**config.mk**
```make
export PLATFORM = sky130hd
export DESIGN_NAME = vps_line_i2c_host
export DESIGN_NICKNAME = d
export VERILOG_FILES = /design/src/host_pkg.sv /design/src/pin_sync_if.sv /design/src/pin_sync.sv /design/src/qtr_tick.sv /design/src/vps_line_i2c_host.sv
export SDC_FILE = /design/constraint.sdc
export NUM_CORES = 1
export LEC_CHECK = 0
export BUFFER_PORTS_ARGS = -buffer_cell sky130_fd_sc_hd__buf_2
export CAP_MARGIN = 5
export CORE_MARGIN = 5
export CORE_UTILIZATION = 50
export DETAILED_ROUTE_END_ITERATION = 8
export GPL_ROUTABILITY_DRIVEN = 0
export HOLD_SLACK_MARGIN = 0.12
export PLACE_DENSITY = 0.69
export SLEW_MARGIN = 0
export SYNTH_ARGS = -nofsm -noshare
export SYNTH_HDL_FRONTEND = slang
export SYNTH_HIERARCHICAL = 1
export SYNTH_SLANG_ARGS = --single-unit
```
**constraint.sdc**
```tcl
create_clock -name pclk -period 5.6 [get_ports pclk]
set_input_delay 0 -clock pclk [delete_from_list [all_inputs] [get_ports pclk]]
set_output_delay 0 -clock pclk [all_outputs]
set_load 0.01 [all_outputs]
```
**src/host_pkg.sv**
```systemverilog
// Shared constants and types of the line-decoder host controller.
// Assumes a 50 MHz pclk and a decoder that is only a slave on its two-wire port.
package host_pkg;

  // Timing: the core clock and the chosen two-wire bit period.
  localparam int CLK_NS        = 20;     // Core clock period in ns.
  localparam int SCL_PERIOD_NS = 10000;  // One bit on the wire, 100 kHz.
  // A bit is four quarter phases; a longest time rounds down.
  localparam int QTR_CYCLES    = SCL_PERIOD_NS / (4 * CLK_NS);

  // Register offsets on the APB side.
  localparam logic [11:0] ADDR_CTRL   = 12'h000;
  localparam logic [11:0] ADDR_WDATA  = 12'h004;
  localparam logic [11:0] ADDR_STATUS = 12'h008;
  localparam logic [11:0] ADDR_RDATA0 = 12'h010;
  localparam logic [11:0] ADDR_RDATA3 = 12'h01c;

  // Field positions in the control word.
  localparam int CTRL_GO_BIT   = 0;
  localparam int CTRL_RD_BIT   = 1;
  localparam int CTRL_SEL_BIT  = 2;
  localparam int CTRL_TEST_BIT = 3;
  localparam int CTRL_LAST_LSB = 8;

  // Field positions in the status word.
  localparam int STAT_BUSY_BIT  = 0;
  localparam int STAT_NACK_BIT  = 1;
  localparam int STAT_DONE_BIT  = 2;
  localparam int STAT_FRESH_BIT = 3;
  localparam int STAT_FIELD_BIT = 4;

  // Decoder write addresses; the read address is one higher.
  localparam logic [7:0] DEV_ADDR_LO = 8'h20;
  localparam logic [7:0] DEV_ADDR_HI = 8'h22;
  localparam logic [3:0] TEST_NIBBLE_MASK = 4'h0; // Upper control bits in use.
  localparam logic [3:0] ACK_BIT_IDX = 4'h8;      // Ninth clock of a byte.

  // Transfer engine states.
  typedef enum logic [1:0] {
    ST_IDLE  = 2'b00,
    ST_START = 2'b01,
    ST_BITS  = 2'b10,
    ST_STOP  = 2'b11
  } host_state_t;

  // All state of the main controller.
  typedef struct packed {
    host_state_t  state;     // Engine state.
    logic [1:0]   phase;     // Quarter phase inside a bit.
    logic [3:0]   bitn;      // Bit of the byte, 8 is the acknowledge.
    logic [7:0]   shreg;     // Shift register, both directions.
    logic [3:0]   byte_idx;  // Index of the byte being read.
    logic [3:0]   last_idx;  // Index of the last byte to read.
    logic         is_addr;   // Current byte is the address byte.
    logic         scl_low;   // Clock pulled low.
    logic         sda_low;   // Data pulled low.
    logic         nack;      // Sticky: decoder did not acknowledge.
    logic         done;      // Sticky: last transfer finished.
    logic         rd;        // Transfer reads from the decoder.
    logic         sel;       // Address pair chosen.
    logic         test;      // Decoder test mode requested.
    logic [7:0]   ctrl_byte; // Byte written to the decoder.
    logic [127:0] rbuf;      // Bytes read back, byte 0 lowest.
    logic [31:0]  prdata;    // Read data for the APB access phase.
  } host_regs_t;

endpackage

```
**src/pin_sync_if.sv**
```systemverilog
// Interface between the pin synchroniser and the controller that reads it.
// Assumes both ends run on the same core clock.
interface pin_sync_if #(parameter int W = 4);
  logic [W-1:0] raw;   // Pin levels as they arrive.
  logic [W-1:0] sync;  // Levels after two flip-flops.
  modport sync_side (input raw, output sync);
  modport user_side (output raw, input sync);
endinterface

```
**src/pin_sync.sv**
```systemverilog
// Two-flop synchroniser for every pin that comes from outside the clock domain.
// Assumes nothing about the pins except that they are levels.
module pin_sync
  import host_pkg::*;
#(
  parameter int W = 4
)(
  input  wire logic     pclk,
  input  wire logic     presetn,
  pin_sync_if.sync_side pins
);

  typedef struct packed {
    logic [W-1:0] meta;   // First stage, read only by the second.
    logic [W-1:0] stable; // Second stage, safe to use.
  } sync_state_t;

  sync_state_t cur_ff;
  sync_state_t nxt_cur;

  // Elaboration check: a synchroniser without bits has nothing to carry.
  if (W < 1)
  begin : g_bad_width
    $error("pin_sync needs at least one bit.");
  end

  // Shift each pin through both stages.
  always_comb
  begin
    nxt_cur        = cur_ff;
    nxt_cur.meta   = pins.raw;
    nxt_cur.stable = cur_ff.meta;
  end

  // Idle bus levels are high, so reset to all ones to avoid a false start.
  always_ff @(posedge pclk or negedge presetn)
  begin
    if (!presetn)
      cur_ff <= '1;
    else
      cur_ff <= nxt_cur;
  end

  assign pins.sync = cur_ff.stable;

endmodule

```
**src/qtr_tick.sv**
```systemverilog
// Divider that marks each quarter of a two-wire bit with a one-cycle pulse.
// Assumes the core clock runs continuously.
module qtr_tick
  import host_pkg::*;
#(
  parameter int QTR = QTR_CYCLES
)(
  input  wire logic pclk,
  input  wire logic presetn,
  output logic      tick
);

  typedef struct packed {
    logic [15:0] cnt;  // Cycles left in this quarter.
    logic        tick; // Pulse at the end of a quarter.
  } div_state_t;

  div_state_t cur_ff;
  div_state_t nxt_cur;

  // Elaboration check: the counter is 16 bits and needs at least two cycles.
  if (QTR < 2 || QTR > 65535)
  begin : g_bad_qtr
    $error("qtr_tick QTR out of range.");
  end

  // Count down and pulse on wrap; the divider never stops, so phases stay even.
  always_comb
  begin
    nxt_cur      = cur_ff;
    nxt_cur.tick = 1'b0;
    if (cur_ff.cnt == 16'h0000)
    begin
      nxt_cur.cnt  = 16'(QTR - 1);
      nxt_cur.tick = 1'b1;
    end
    else
      nxt_cur.cnt = cur_ff.cnt - 16'h0001;
  end

  always_ff @(posedge pclk or negedge presetn)
  begin
    if (!presetn)
      cur_ff <= '0;
    else
      cur_ff <= nxt_cur;
  end

  assign tick = cur_ff.tick;

endmodule

```
**src/vps_line_i2c_host.sv**
```systemverilog
// Host controller that drives the line decoder over its two-wire port.
// Assumes software reaches it over APB and that the decoder never stretches clock.
//
// What the document requires of host and decoder
// Decoder answers 20h/21h or 22h/23h by select.
// Decoder checks biphase errors on line 16.
// Decoder copies good bytes to transfer register.
// Decoder drops data-valid low on fresh bytes.
// Decoder freezes transfer register during any access.
// Only the master drives the clock line.
// Master starts only on an idle bus.
// Data changes only while clock is low.
// Write is start, address, ack, byte, ack, stop.
// Master releases data on ninth clock for ack.
// Decoder clears its control byte at power-up.
// Software keeps control bits 4 to 7 zero.
// Decoder byte counter restarts at each start.
// Read returns up to 16 bytes, MSB first.
// Decoder transmits after acknowledging read address.
// Master ack makes the decoder send next byte.
// Without master ack the decoder releases data.
// Master withholds ack on the last wanted byte.
// Master ends each transfer with a stop.
// Master opens each transfer with a start.
// Decoder field output is high in field one.
// Decoder test mode follows the test input.
// Decoder sets data-valid high at line 16 start.
// Decoder forces data-valid high at reset, master no-ack.
// Field output rises field one, falls field two.
// Test mode copies select onto both outputs.
// Decoder ignores addresses outside its pair.
module vps_line_i2c_host
  import host_pkg::*;
(
  input  wire logic        pclk,
  input  wire logic        presetn,
  input  wire logic        psel,
  input  wire logic        penable,
  input  wire logic        pwrite,
  input  wire logic [11:0] paddr,
  input  wire logic [31:0] pwdata,
  output logic [31:0]      prdata,
  output logic             pready,
  output logic             pslverr,
  input  wire logic        scl_in,
  output logic             scl_out,
  output logic             scl_oe,
  input  wire logic        sda_in,
  output logic             sda_out,
  output logic             sda_oe,
  input  wire logic        fresh_line_flag_n,
  input  wire logic        first_field_indicator,
  output logic             address_pair_select,
  output logic             test_enable_input
);

  host_regs_t cur_ff;   // Whole controller state.
  host_regs_t nxt_cur;  // Its next value.
  logic       tick;     // Quarter-bit pulse.
  logic       scl_s;    // Synchronised clock line.
  logic       sda_s;    // Synchronised data line.
  logic       fresh_s;  // Synchronised data-valid, active low.
  logic       field_s;  // Synchronised field indicator.
  logic       busy;     // Transfer in progress.
  logic       tx_byte;  // Master sends the current byte.
  logic       wr_acc;   // APB write access phase.
  logic       mapped;   // Address decodes to a register.
  logic [1:0] widx;     // Read-back word index.

  pin_sync_if #(.W(4)) pins ();

  // The decoder side pins are asynchronous to pclk.
  assign pins.raw = {first_field_indicator, fresh_line_flag_n, sda_in, scl_in};
  assign {field_s, fresh_s, sda_s, scl_s} = pins.sync;

  pin_sync #(.W(4)) u_sync (
    .pclk    (pclk),
    .presetn (presetn),
    .pins    (pins)
  );

  qtr_tick #(.QTR(QTR_CYCLES)) u_tick (
    .pclk    (pclk),
    .presetn (presetn),
    .tick    (tick)
  );

  assign busy    = (cur_ff.state != ST_IDLE);
  assign tx_byte = cur_ff.is_addr || !cur_ff.rd;
  assign wr_acc  = psel && penable && pwrite;
  assign widx    = paddr[3:2];

  // Address decode shared by the read mux and the error answer.
  always_comb
  begin
    if (paddr == ADDR_CTRL)
      mapped = 1'b1;
    else if (paddr == ADDR_WDATA)
      mapped = 1'b1;
    else if (paddr == ADDR_STATUS)
      mapped = 1'b1;
    else if (paddr >= ADDR_RDATA0 && paddr <= ADDR_RDATA3 && paddr[1:0] == 2'b00)
      mapped = 1'b1;
    else
      mapped = 1'b0;
  end

  // Register file and transfer engine in one next-state process.
  always_comb
  begin
    nxt_cur = cur_ff;

    // Read data is fetched in the setup cycle so the access phase is zero-wait.
    if (psel && !penable && !pwrite)
    begin
      if (paddr == ADDR_CTRL)
        nxt_cur.prdata = {20'h00000, cur_ff.last_idx, 4'h0,
                          cur_ff.test, cur_ff.sel, cur_ff.rd, 1'b0};
      else if (paddr == ADDR_WDATA)
        nxt_cur.prdata = {24'h000000, cur_ff.ctrl_byte};
      else if (paddr == ADDR_STATUS)
        nxt_cur.prdata = {27'h0000000, field_s, !fresh_s,
                          cur_ff.done, cur_ff.nack, busy};
      else if (mapped)
        nxt_cur.prdata = cur_ff.rbuf[{widx, 5'd0} +: 32];
      else
        nxt_cur.prdata = 32'h00000000;
    end

    // Writes while a transfer runs are ignored, so its settings cannot shift.
    if (wr_acc && !busy)
    begin
      if (paddr == ADDR_CTRL)
      begin
        nxt_cur.rd       = pwdata[CTRL_RD_BIT];
        nxt_cur.sel      = pwdata[CTRL_SEL_BIT];
        nxt_cur.test     = pwdata[CTRL_TEST_BIT];
        nxt_cur.last_idx = pwdata[CTRL_LAST_LSB +: 4];
        if (pwdata[CTRL_GO_BIT])
        begin
          // A new start clears the sticky flags; nothing can set them now.
          nxt_cur.state    = ST_START;
          nxt_cur.phase    = 2'd0;
          nxt_cur.nack     = 1'b0;
          nxt_cur.done     = 1'b0;
          nxt_cur.byte_idx = 4'h0;
        end
      end
      else if (paddr == ADDR_WDATA)
        nxt_cur.ctrl_byte = pwdata[7:0];
    end

    if (tick)
    begin
      case (cur_ff.state)
        ST_IDLE:
        begin
          nxt_cur.scl_low = 1'b0;
          nxt_cur.sda_low = 1'b0;
        end

        ST_START:
        begin
          case (cur_ff.phase)
            2'd0:
            begin
              // Wait here until both lines read high.
              if (scl_s && sda_s)
                nxt_cur.phase = 2'd1;
            end
            2'd1:
            begin
              nxt_cur.sda_low = 1'b1;
              nxt_cur.phase   = 2'd2;
            end
            default:
            begin
              nxt_cur.scl_low = 1'b1;
              nxt_cur.is_addr = 1'b1;
              nxt_cur.bitn    = 4'h0;
              nxt_cur.phase   = 2'd0;
              nxt_cur.state   = ST_BITS;
              nxt_cur.shreg   = (cur_ff.sel ? DEV_ADDR_HI : DEV_ADDR_LO)
                                | {7'h00, cur_ff.rd};
            end
          endcase
        end

        ST_BITS:
        begin
          case (cur_ff.phase)
            2'd0:
            begin
              // The clock is low here, so data may move.
              if (cur_ff.bitn != ACK_BIT_IDX)
                nxt_cur.sda_low = tx_byte && !cur_ff.shreg[7];
              else if (tx_byte)
                nxt_cur.sda_low = 1'b0;
              else if (cur_ff.byte_idx != cur_ff.last_idx)
                nxt_cur.sda_low = 1'b1;
              else
                nxt_cur.sda_low = 1'b0;
              nxt_cur.phase = 2'd1;
            end
            2'd1:
            begin
              nxt_cur.scl_low = 1'b0;
              nxt_cur.phase   = 2'd2;
            end
            2'd2:
            begin
              // Sample in mid high time; the ack bit only tells acknowledge.
              if (cur_ff.bitn != ACK_BIT_IDX)
                nxt_cur.shreg = {cur_ff.shreg[6:0], sda_s};
              else if (tx_byte && sda_s)
                nxt_cur.nack = 1'b1;
              nxt_cur.phase = 2'd3;
            end
            default:
            begin
              nxt_cur.scl_low = 1'b1;
              nxt_cur.phase   = 2'd0;
              if (cur_ff.bitn != ACK_BIT_IDX)
                nxt_cur.bitn = cur_ff.bitn + 4'h1;
              else
              begin
                nxt_cur.bitn = 4'h0;
                if (tx_byte && cur_ff.nack)
                  nxt_cur.state = ST_STOP;
                else if (cur_ff.is_addr)
                begin
                  nxt_cur.is_addr = 1'b0;
                  // The upper nibble is held at zero unless test is asked for.
                  nxt_cur.shreg   = {cur_ff.test ? cur_ff.ctrl_byte[7:4]
                                                 : TEST_NIBBLE_MASK,
                                     cur_ff.ctrl_byte[3:0]};
                end
                else if (!cur_ff.rd)
                  nxt_cur.state = ST_STOP;
                else
                begin
                  nxt_cur.rbuf[{cur_ff.byte_idx, 3'd0} +: 8] = cur_ff.shreg;
                  if (cur_ff.byte_idx == cur_ff.last_idx)
                    nxt_cur.state = ST_STOP;
                  else
                    nxt_cur.byte_idx = cur_ff.byte_idx + 4'h1;
                end
              end
            end
          endcase
        end

        default:
        begin
          // Stop: data low under low clock, clock up, then data up.
          case (cur_ff.phase)
            2'd0: nxt_cur.sda_low = 1'b1;
            2'd1: nxt_cur.scl_low = 1'b0;
            2'd2: nxt_cur.sda_low = 1'b0;
            default:
            begin
              nxt_cur.state = ST_IDLE;
              nxt_cur.done  = 1'b1;
            end
          endcase
          nxt_cur.phase = cur_ff.phase + 2'd1;
        end
      endcase
    end
  end

  // One register for the whole state; reset leaves both lines released.
  always_ff @(posedge pclk or negedge presetn)
  begin
    if (!presetn)
      cur_ff <= '0;
    else
      cur_ff <= nxt_cur;
  end

  // Lines are open drain: drive a low only while enabled.
  assign scl_out             = 1'b0;
  assign scl_oe              = cur_ff.scl_low;
  assign sda_out             = 1'b0;
  assign sda_oe              = cur_ff.sda_low;
  assign address_pair_select = cur_ff.sel;
  assign test_enable_input   = cur_ff.test;
  assign prdata              = cur_ff.prdata;
  assign pready              = 1'b1;
  assign pslverr             = psel && penable && !mapped;

  // Data moves only under a low clock while bits are sent.
  property p_sda_under_low_scl;
    @(posedge pclk) disable iff (!presetn)
    ($changed(sda_oe) && cur_ff.state == ST_BITS) |-> (scl_oe && $past(scl_oe));
  endproperty
  a_sda_under_low_scl: assert property (p_sda_under_low_scl)
    else $error("Data line moved while clock was high.");

  // A start edge is only made after both lines read high.
  property p_start_idle;
    @(posedge pclk) disable iff (!presetn)
    (tick && cur_ff.state == ST_START && cur_ff.phase == 2'd0) ##1
      (cur_ff.phase == 2'd1) |-> $past(scl_s) && $past(sda_s);
  endproperty
  a_start_idle: assert property (p_start_idle)
    else $error("Start issued on a busy bus.");

  // Data falling under a high clock happens only as a start.
  property p_start_edge;
    @(posedge pclk) disable iff (!presetn)
    ($rose(sda_oe) && !scl_oe) |-> (cur_ff.state == ST_START);
  endproperty
  a_start_edge: assert property (p_start_edge)
    else $error("Data fell under high clock outside a start.");

  // Data rising under a high clock happens only as a stop.
  property p_stop_edge;
    @(posedge pclk) disable iff (!presetn)
    ($fell(sda_oe) && !scl_oe && !$past(scl_oe)) |-> (cur_ff.state == ST_STOP);
  endproperty
  a_stop_edge: assert property (p_stop_edge)
    else $error("Data rose under high clock outside a stop.");

  // The master leaves the line free when the decoder acknowledges.
  property p_ack_release;
    @(posedge pclk) disable iff (!presetn)
    (cur_ff.state == ST_BITS && cur_ff.bitn == ACK_BIT_IDX && tx_byte
     && cur_ff.phase != 2'd0) |-> !sda_oe;
  endproperty
  a_ack_release: assert property (p_ack_release)
    else $error("Master drove data during the slave acknowledge.");

  // Last wanted byte is not acknowledged, earlier ones are.
  property p_last_nack;
    @(posedge pclk) disable iff (!presetn)
    (cur_ff.state == ST_BITS && cur_ff.bitn == ACK_BIT_IDX && !tx_byte
     && cur_ff.phase == 2'd2) |-> (sda_oe == (cur_ff.byte_idx != cur_ff.last_idx));
  endproperty
  a_last_nack: assert property (p_last_nack)
    else $error("Master acknowledge wrong for this byte.");

  // Clock is only pulled while a transfer runs.
  property p_scl_busy;
    @(posedge pclk) disable iff (!presetn)
    scl_oe |-> busy || $past(busy);
  endproperty
  a_scl_busy: assert property (p_scl_busy)
    else $error("Clock held low outside a transfer.");

  // The control byte leaves with a zero upper nibble in normal mode.
  property p_nibble_zero;
    @(posedge pclk) disable iff (!presetn)
    ($fell(cur_ff.is_addr) && !cur_ff.rd && !cur_ff.test) |-> (cur_ff.shreg[7:4] == 4'h0);
  endproperty
  a_nibble_zero: assert property (p_nibble_zero)
    else $error("Reserved control bits sent non-zero.");

  // A transfer only finishes through the stop sequence.
  property p_end_by_stop;
    @(posedge pclk) disable iff (!presetn)
    $fell(busy) |-> ($past(cur_ff.state) == ST_STOP) && cur_ff.done && !sda_oe && !scl_oe;
  endproperty
  a_end_by_stop: assert property (p_end_by_stop)
    else $error("Transfer ended without a stop.");

  property p_cov_write;
    @(posedge pclk) disable iff (!presetn)
    $fell(busy) && !cur_ff.rd && !cur_ff.nack;
  endproperty
  c_cov_write: cover property (p_cov_write);

  property p_cov_read16;
    @(posedge pclk) disable iff (!presetn)
    $fell(busy) && cur_ff.rd && cur_ff.last_idx == 4'hf && !cur_ff.nack;
  endproperty
  c_cov_read16: cover property (p_cov_read16);

  property p_cov_nack;
    @(posedge pclk) disable iff (!presetn)
    $rose(cur_ff.nack);
  endproperty
  c_cov_nack: cover property (p_cov_nack);

endmodule

```
; ---- Word level (Yosys, flattened, before mapping)
; Index checks and enable logic that the tools add are counted.
[classes]
shift = 3
n_reduce_logical = 41
add_sub_neg = 5
n_eq_ne = 21
n_mux = 72
magnitude_cmp = 2
n_bitwise = 6
[ops]
columns = operator, n
row1 = $bwmux W128, 1
row2 = $mux W32, 4
row3 = $shift A8 B9 Y128 const A, 1
row4 = $shiftx A128 B8 Y32, 1
row5 = $shiftx A8 B9 Y128, 1
row6 = $mux W4, 12
row7 = $mux W8, 6
row8 = $mux W12, 3
row9 = $mux W2, 13
row10 = $pmux W12 S2, 1
row11 = $mux W1, 20
row12 = $mux W20, 1
row13 = $logic_not A16 Y1, 1
row14 = $mux W16, 1
row15 = $pmux W8 S2, 1
row16 = $sub A16 B1 Y16 const B, 1
row17 = $mux W13, 1
row18 = $eq A12 B3 Y1 const B, 1
row19 = $eq A12 B4 Y1 const B, 1
row20 = $ge A12 B5 Y1 const B, 1
row21 = $le A12 B5 Y1 const B, 1
row22 = $logic_and A1 B1 Y1, 12
row23 = $logic_not A12 Y1, 1
row24 = $ne A2 B2 Y1 const B, 6
row25 = other kinds (31), 58
[word_totals]
wordCells = 171
output_inout_bits = 40
reg_bits = 225

; ---- Logic depth before layout (Yosys ltp)
; Gate-level depths: netlist of the first run.
[depth]
depth_word = 12
depth_mapped = 9
mapped_depth_nobuf = 7

; ---- By module
; The synthesis of the first run kept the hierarchy.
[by_module_without_submodules]
columns = mod, instances, cells_per_inst, area_per_inst_um2
row1 = vps_line_i2c_host, 1, 820, 9791.9
row2 = qtr_tick, 1, 74, 812.0
row3 = pin_sync, 1, 12, 240.2

; ---- Worst setup path before layout of the first run
; Ideal clock, no wire load.
[synth_timing]
path_type = register -> register
startpoint = register cur_ff[198] (netlist bit)
endpoint = register cur_ff[187] (netlist bit)
path_slack_ps = 3300
setup_ps = 121
arrival_ps = 2179
stages_incl_launch_ff = 9
synth_period_minus_slack_ps = 2300
required_time_ps = 5479
cell_sequence = dfrtp_1 > inv_1 > ha_1 > clkbuf_1 > inv_1 > o311ai_0 > clkbuf_1 > a21oi_1 > a22o_1
[synth_between]
elab_chain_cells = 3
[synth_rtl]
columns = element, line_no
row1 = from (decl), vps_line_i2c_host.sv:57  ; host_regs_t cur_ff;
row2 = from (signal assigned), vps_line_i2c_host.sv:278  ; cur_ff <= nxt_cur;
row3 = $eq A2 B2 Y1 / $eq A2 B1 Y1 (equally long branches), vps_line_i2c_host.sv:155  ; case (cur_ff.state)
row4 = $ne A3 B2 Y1 (no line) (tied with other cells), --
row5 = $reduce_and A8 Y1 (no line), --
; Parallel ways exist; a longest one is shown, timed or not.
; A chain may end at the register's enable or synchronous reset.

; ---- Worst setup path after layout of the first run
[layout_timing]
startpoint = register cur_ff[198] (netlist bit)
endpoint = register cur_ff[165] (netlist bit)
[layout_between]
elab_chain_cells = 4
[layout_rtl]
columns = element, line_no
row1 = $reduce_bool A2 Y1, vps_line_i2c_host.sv:88  ; assign busy = (cur_ff.state != ST_IDLE);
row2 = $logic_not A1 Y1, vps_line_i2c_host.sv:131  ; if (wr_acc && !busy)
row3 = $logic_and A1 B1 Y1, vps_line_i2c_host.sv:131
row4 = $reduce_and A3 Y1 (no line), --
; No other way between the ends.

==> run metrics, run 1 <==
status=completed; synth top area cells=dfrtp_1, mux2_2, mux4_2; Die X=157 um; min-delay worst type=in -> reg; pre-CTS setup slack=around 2.7 ns; Post-Route Setup TNS=0 ns; share of the synthesized area in the top cell type=between 50% and 60%; die height=around 160 um; crit path to=cur_ff[165]; grt total ovfl=0; H-tree depth=1; synth warn=6; post-synthesis mux area share=a little under a fifth; Synth async-reset ratio=100%; Yosys cell types=65; CTS root buf=clkbuf_16; static leakage=slightly below 6 nW; Slew Viols, Final=0; Sw Ratio=21.1%; Die ar.=between 0.02 and 0.025 mm2; Clk pin slew, worst setup/hold paths=around 0.06 ns; Compound-Gate Fraction of Synth Area=under 10%; post-synthesis cell count=approximately 910; Max clock buf depth=3; peak supply drop=0.199 mV; initial antenna violation count=0; Adder-Cell Fraction of Synth Area=1.73%; final count of negative-setup-slack endpoints=0; RSZ-0062 raised after global routing=false; Post-route DRC=0; Critical Path RT=~6.0 ns; Area Overhead vs Synth=12.0%; Ports=93; clock share of power=46.7%; FILL cells=about 1800; Hold Slack=~0.17 ns; largest family of logic cells by synthesized area=multiplexers; post-cts gate resize count=0; Detail Route Antenna Nets=0; Global Route Usage Sum=roughly a fifth; reg2reg start=cur_ff[198]; clk_skew=about 0.0066 ns; TritonCTS clock tree=built; EDFF count, synth=0; Final Cycle Share=approximately three fifths; sequential share of the synthesized area=a little over half; Slew HR=between 20% and 30%; diode count=0; DR vias=around 7100; # port buffers=69; setup ws final=around 2.2 ns; Worst Tran Pin Value=between 1 and 1.5 ns; Detailed Place HPWL=15600 um; Yosys top cell by area=dfrtp_1; clock latency on the worst-skew pair=0.51 ns; Primary FF master, synth=dfrtp_1; WL final=23900 um; r2r endpoint=cur_ff[165]; Worst EP arrival=roughly 3.8 ns; crit path max fanout=8; vias in the first global route=approximately 7400; via/cell ratio=approximately 5.7; row cnt=53; Avg Inst Size Synth=12.0 um2; clock sink total=between 200 and 250; wire length per cell=between 15 and 20 um; sequential power share=between 50% and 60%; Combinational Power Share=under 10%; Startpoint Class=flop; DRT Pass-1 Iters=5; R2R setup slack=around 2.2 ns; cts bufs inserted=25; Psw=around 0.69 mW; nets@finish=1022; maxcap violations=0; CP startpoint=cur_ff[198]; path type of the worst setup path=reg -> reg; largest net degree at the start of global routing=80; Final Hold Vio Count=0; min Tclk post-route=between 3 and 4 ns; post-synthesis register bit count=between 200 and 250; core area=~0.021 mm2; Synth Area in Simple Gates=between 10% and 20%; initial core utilization=51.1%; Post-Synth XOR/XNOR Area=between 1 and 1.5%; share of cells above drive strength 1=29.1%; internal power=about 2.6 mW; PwrDens=about 270 mW/mm2; fmax=just under 0.3 GHz; Setup crit end kind=flop; Worst Reg2Reg Path Length in Cells=6; first-pass GRT wire length=between 30000 and 40000 um; Starting DRT DRC Count=between 300 and 400; Mapped Area=approximately 0.011 mm2
## cells by family after synthesis
| family | count (synthesis) |
|---|---|
| and+or+nand+nor | 245 |
| DFF | 225 |
| muxes | 154 |
| AOI/OAI and AO/OA | 142 |
| buffers and inverters | 105 |
| xor gates and xnor gates | 18 |
| adders and majority gates | 15 |
| other | 2 |
## power by group through the flow
stage | combinational, mW | clock (mW) | sequential (mW)
after floorplan | 0.0372 | 0 | 1.66
after global placement | 0.0877 | 0 | 1.66
after detailed placement | 0.0885 | 0 | 1.66
after CTS | 0.105 | 1.56 | 1.63
after global routing | 0.115 | 1.62 | 1.63
final | 0.101 | 1.52 | 1.63
## flip-flops by register name (all words and copies together) (netlist names), 4 cells and up
register          count
cur_ff              164
prdata               32
u_sync/cur_ff         4
u_sync/pins.sync      4
u_tick/cur_ff        16
## layout make-up
cell class / instances / area (um2) / area share, %
clock inverter: 4 / 45.0 / 0.371
inverter: 18 / 67.6 / 0.556
multi-input combinational: 577 / 4620 / 38.0
tap: 275 / 344 / 2.83
clock buffer: 37 / 701 / 5.77
sequential: 225 / 5640 / 46.4
timing repair buffer: 107 / 733 / 6.04
## placed cells by master, fill, tap and decap left out, types with 14 or more instances in the layout
cell type	n
dfrtp_1	217
mux2_2	115
nand2_1	100
buf_2	68
o21ai_0	56
nor2_1	47
mux4_2	31
a22o_1	31
dlygate4sd3_1	29
clkbuf_16	25
inv_1	18
ha_1	15
a21oi_1	14
nand3_1	14
## per-stage QoR
step / total power, mW / instances / utilization (%) / area, um2
after floorplan: 1.70 / 907 / - / 10800
after global placement: 1.75 / 1172 / 52.2 / 11100
after detailed placement: 1.75 / 1172 / 52.2 / 11100
after CTS: 3.29 / 1243 / 57.2 / 12100
after global routing: 3.37 / 1243 / 57.2 / 12100
final: 3.26 / 1243 / 57.2 / 12100
## worst min path at each step
stage / slack (ns) / to / cells after the start / start
6_report: 0.17 / cur_ff[198] / 5 / paddr[10]
5_1_grt: 0.17 / cur_ff[198] / 5 / paddr[10]
4_1_cts: 0.14 / cur_ff[198] / 5 / paddr[11]
3_5_place_dp: 0.04 / prdata[8] / 1 / presetn
3_3_place_gp: 0.03 / prdata[8] / 1 / presetn
2_1_floorplan: -0.30 / address_pair_select / 0 / presetn
## worst max-delay path: stages, from the launching register on
cell and delay, ns:
dfrtp_1 0.41, inv_1 0.15, ha_1 0.41, nand4_1 0.30, nor4_2 0.99, mux2_2 0.43, dlygate4sd3_1 0.57
## synth_stat cells (all sizes together), types with 8 or more instances
master / n
inv: 18
a21oi: 14
o21ai: 56
buf: 48
nor3: 14
nor2: 49
mux2i: 8
dfrtp: 217
a22o: 33
and2: 13
nand2: 101
clkbuf: 39
dfstp: 8
mux4: 31
nand3: 14
mux2: 115
xnor2: 9
a21o: 11
ha: 15
nand4: 9
xor2: 9
## layer usage
layer	global-route usage, %	vias to the layer above	part of all wire, %
met5	0	-	0
met1	29.1	3615	45
li1	-	3307	-
met2	31.9	178	47
met4	5.49	0	2.6
met3	2.61	40	5.0
## what timing repair did
item	in CTS	in global routing
hold buffers	30	0
setup buffers	0	0
setup endpoints to repair	0	0
endpoints found under the hold margin	107	0
No activity file was read; power rests on OpenSTA's default activity.
==> run 2, diff against run 1 <==
Clock period 5.6 ns to 3.34 ns, I/O delays scaled along.
==> run 2 against run 1 <==
Against the previous run:
- worst setup slack worse by 1.5 ns
- final cell count is 0.32% higher
- non-clock buffer count stayed put
- register-to-register slack worse by 1.5 ns
- critical endpoint is now cur_ff[46]
- largest power group is now clock
==> run metrics, run 2 (same netlist as run 1, synthesis figures left out) <==
Clk pin slew, worst setup/hold paths=0.06 ns (about the same); Ports=93 (unchanged); static leakage=5.82 nW (+0.52%); core area=0.0212 mm2 (unchanged); CTS root buf=clkbuf_16; Post-route DRC=0 (unchanged); Worst EP arrival=3.06 ns (-0.71 ns); Final Cycle Share=79.4% (+19 points); min Tclk post-route=2.65 ns (-0.730 ns); nets@finish=1022 (unchanged); via/cell ratio=5.71 (-0.63%); Setup crit end kind=flop; first-pass GRT wire length=39500 um (-0.50%); Sw Ratio=21.3% (+0.23 points); peak supply drop=0.382 mV (+92%); Detailed Place HPWL=15700 um (+0.66%); grt total ovfl=0 (unchanged); Storage cell area=0.00564 mm2 (unchanged); H-tree depth=1 (unchanged); Detail Route Antenna Nets=0 (unchanged); Worst path max stage delay=0.58 ns (-0.41 ns); commonest cells after routing, fill and taps aside=dfrtp_1, mux2_2, nand2_1; worst-path cell chain=inv_1, ha_1, xnor2_1, buf_4, nand4_1, o21ai_0; min-delay worst type=in -> async; crit path max fanout=20 (+12); Die X=157 um (unchanged); Area Overhead vs Synth=12.6%; critical path's slowest cell=dfrtp_1; status=completed; Startpoint Class=flop; row cnt=53 (unchanged); Psw=1.20 mW (+75%); Final Hold Vio Count=0 (unchanged); Hold Slack=0.117 ns (-0.0486 ns); final count of negative-setup-slack endpoints=0 (unchanged); post-cts gate resize count=0 (unchanged); diode count=0 (unchanged); vias in the first global route=7319 (-0.69%); commonest non-fill, non-tap cell in the layout=dfrtp_1; Combinational Power Share=3.0% (about the same); die height=157 um (unchanged); initial antenna violation count=0 (unchanged); clk_skew=0.0207 ns (+0.0141 ns); fmax=0.377 GHz (+28%); setup ws final=0.688 ns (-1.53 ns); RSZ-0062 raised after global routing=false; share of cells above drive strength 1=30.3% (+1.2 points); Critical Path RT=3.75 ns (-2.24 ns); Final Util=57.5% (+0.28 points); wire length per cell=19.2 um (-0.15%); max reg flops=164 (unchanged); largest net degree at the start of global routing=108 (+35%); clock share of power=48.6% (+1.9 points); TritonCTS clock tree=built; cts bufs inserted=25 (unchanged); clock sink total=225 (unchanged); Slew Viols, Final=0 (unchanged); PwrDens=463 mW/mm2 (+73%); Global Route Usage Sum=19.9% (-0.074 points); Max clock buf depth=3 (unchanged); FILL cells=1783 (-0.22%); Reg with most FFs=cur_ff; DRT Pass-1 Iters=5 (unchanged); # port buffers=69 (unchanged); maxcap violations=0 (unchanged); internal power=4.45 mW (+73%); Post-Route Setup TNS=0 ns (unchanged); DR vias=7118 (-0.31%); Die ar.=0.0247 mm2 (unchanged); Slew HR=41.0% (+15 points); WL final=23900 um (+0.17%); initial core utilization=51.1% (unchanged); clock latency on the worst-skew pair=0.53 ns (+0.02 ns); sequential power share=48.4% (-1.7 points); path type of the worst setup path=reg -> reg; Multi-input gate area=0.00462 mm2 (unchanged); Worst Tran Pin Value=0.877 ns (-0.217 ns); Starting DRT DRC Count=396 (+0.76%); pre-CTS setup slack=0.732 ns (-1.99 ns)
run 2: per-stage QoR:
step	instances	power (mW)	instance area (um2)
after global placement	1179	2.94	11100
after detailed placement	1179	2.94	11100
after floorplan	907	2.85	10800
final	1247	5.65	12200
after CTS	1247	5.70	12200
after global routing	1247	5.82	12200
run 2: critical path, delay by kind of cell (launching register included):
| kind | cells | cell delay, ns |
|---|---|---|
| and+or+nand+nor | 1 | 0.56 |
| adders and majority gates | 1 | 0.27 |
| xor gates and xnor gates | 1 | 0.21 |
| AOI/OAI and AO/OA | 1 | 0.44 |
| DFF | 1 | 0.58 |
| buffers and inverters | 2 | 0.46 |
run 2: layout make-up:
| type | count | area share (%) |
|---|---|---|
| clock buffer | 40 | 6.32 |
| multi-input combinational | 577 | 37.8 |
| tap | 275 | 2.82 |
| clock inverter | 5 | 0.461 |
| timing repair buffer | 107 | 5.82 |
| inverter | 18 | 0.554 |
| sequential | 225 | 46.2 |
run 2: power by group through the flow:
| stage | Clock (mW) | Combinational (mW) | Sequential [mW] |
|---|---|---|---|
| 5_1_grt | 2.89 | 0.189 | 2.74 |
| 3_5_place_dp | 0 | 0.152 | 2.79 |
| 6_report | 2.75 | 0.167 | 2.74 |
| 4_1_cts | 2.80 | 0.172 | 2.74 |
| 3_3_place_gp | 0 | 0.151 | 2.79 |
| 2_1_floorplan | 0 | 0.0623 | 2.79 |
run 2: layer usage:
layer  vias to the layer above  share of wire [%]  track usage, %
li1                       3301                  -               -
met1                      3595                 46            28.8
met2                       173                 46            31.5
met3                        49                4.8            3.33
met4                         0                2.9            5.61
met5                         -                  0               0
run 2: path summary, 6_finish.rpt:
check | from | endpoint | slack (ns) | cells past startpoint
worst max register to register | cur_ff[180] | cur_ff[46] | 0.69 | 6
max in group asynchronous | presetn | prdata[12] | 2.27 | 3
min in group pclk | psel | cur_ff[198] | 0.16 | 4
worst min-delay path | presetn | cur_ff[139] | 0.12 | 2
worst min register to register | u_sync/cur_ff[7] | u_sync/pins.sync[3] | 0.35 | 0
worst max-delay path | cur_ff[180] | cur_ff[46] | 0.69 | 6
run 2: timing repair:
item                                   in CTS  in global routing
buffers inserted                            0                  0
hold buffers                               23                  0
endpoints found under the hold margin     133                  0
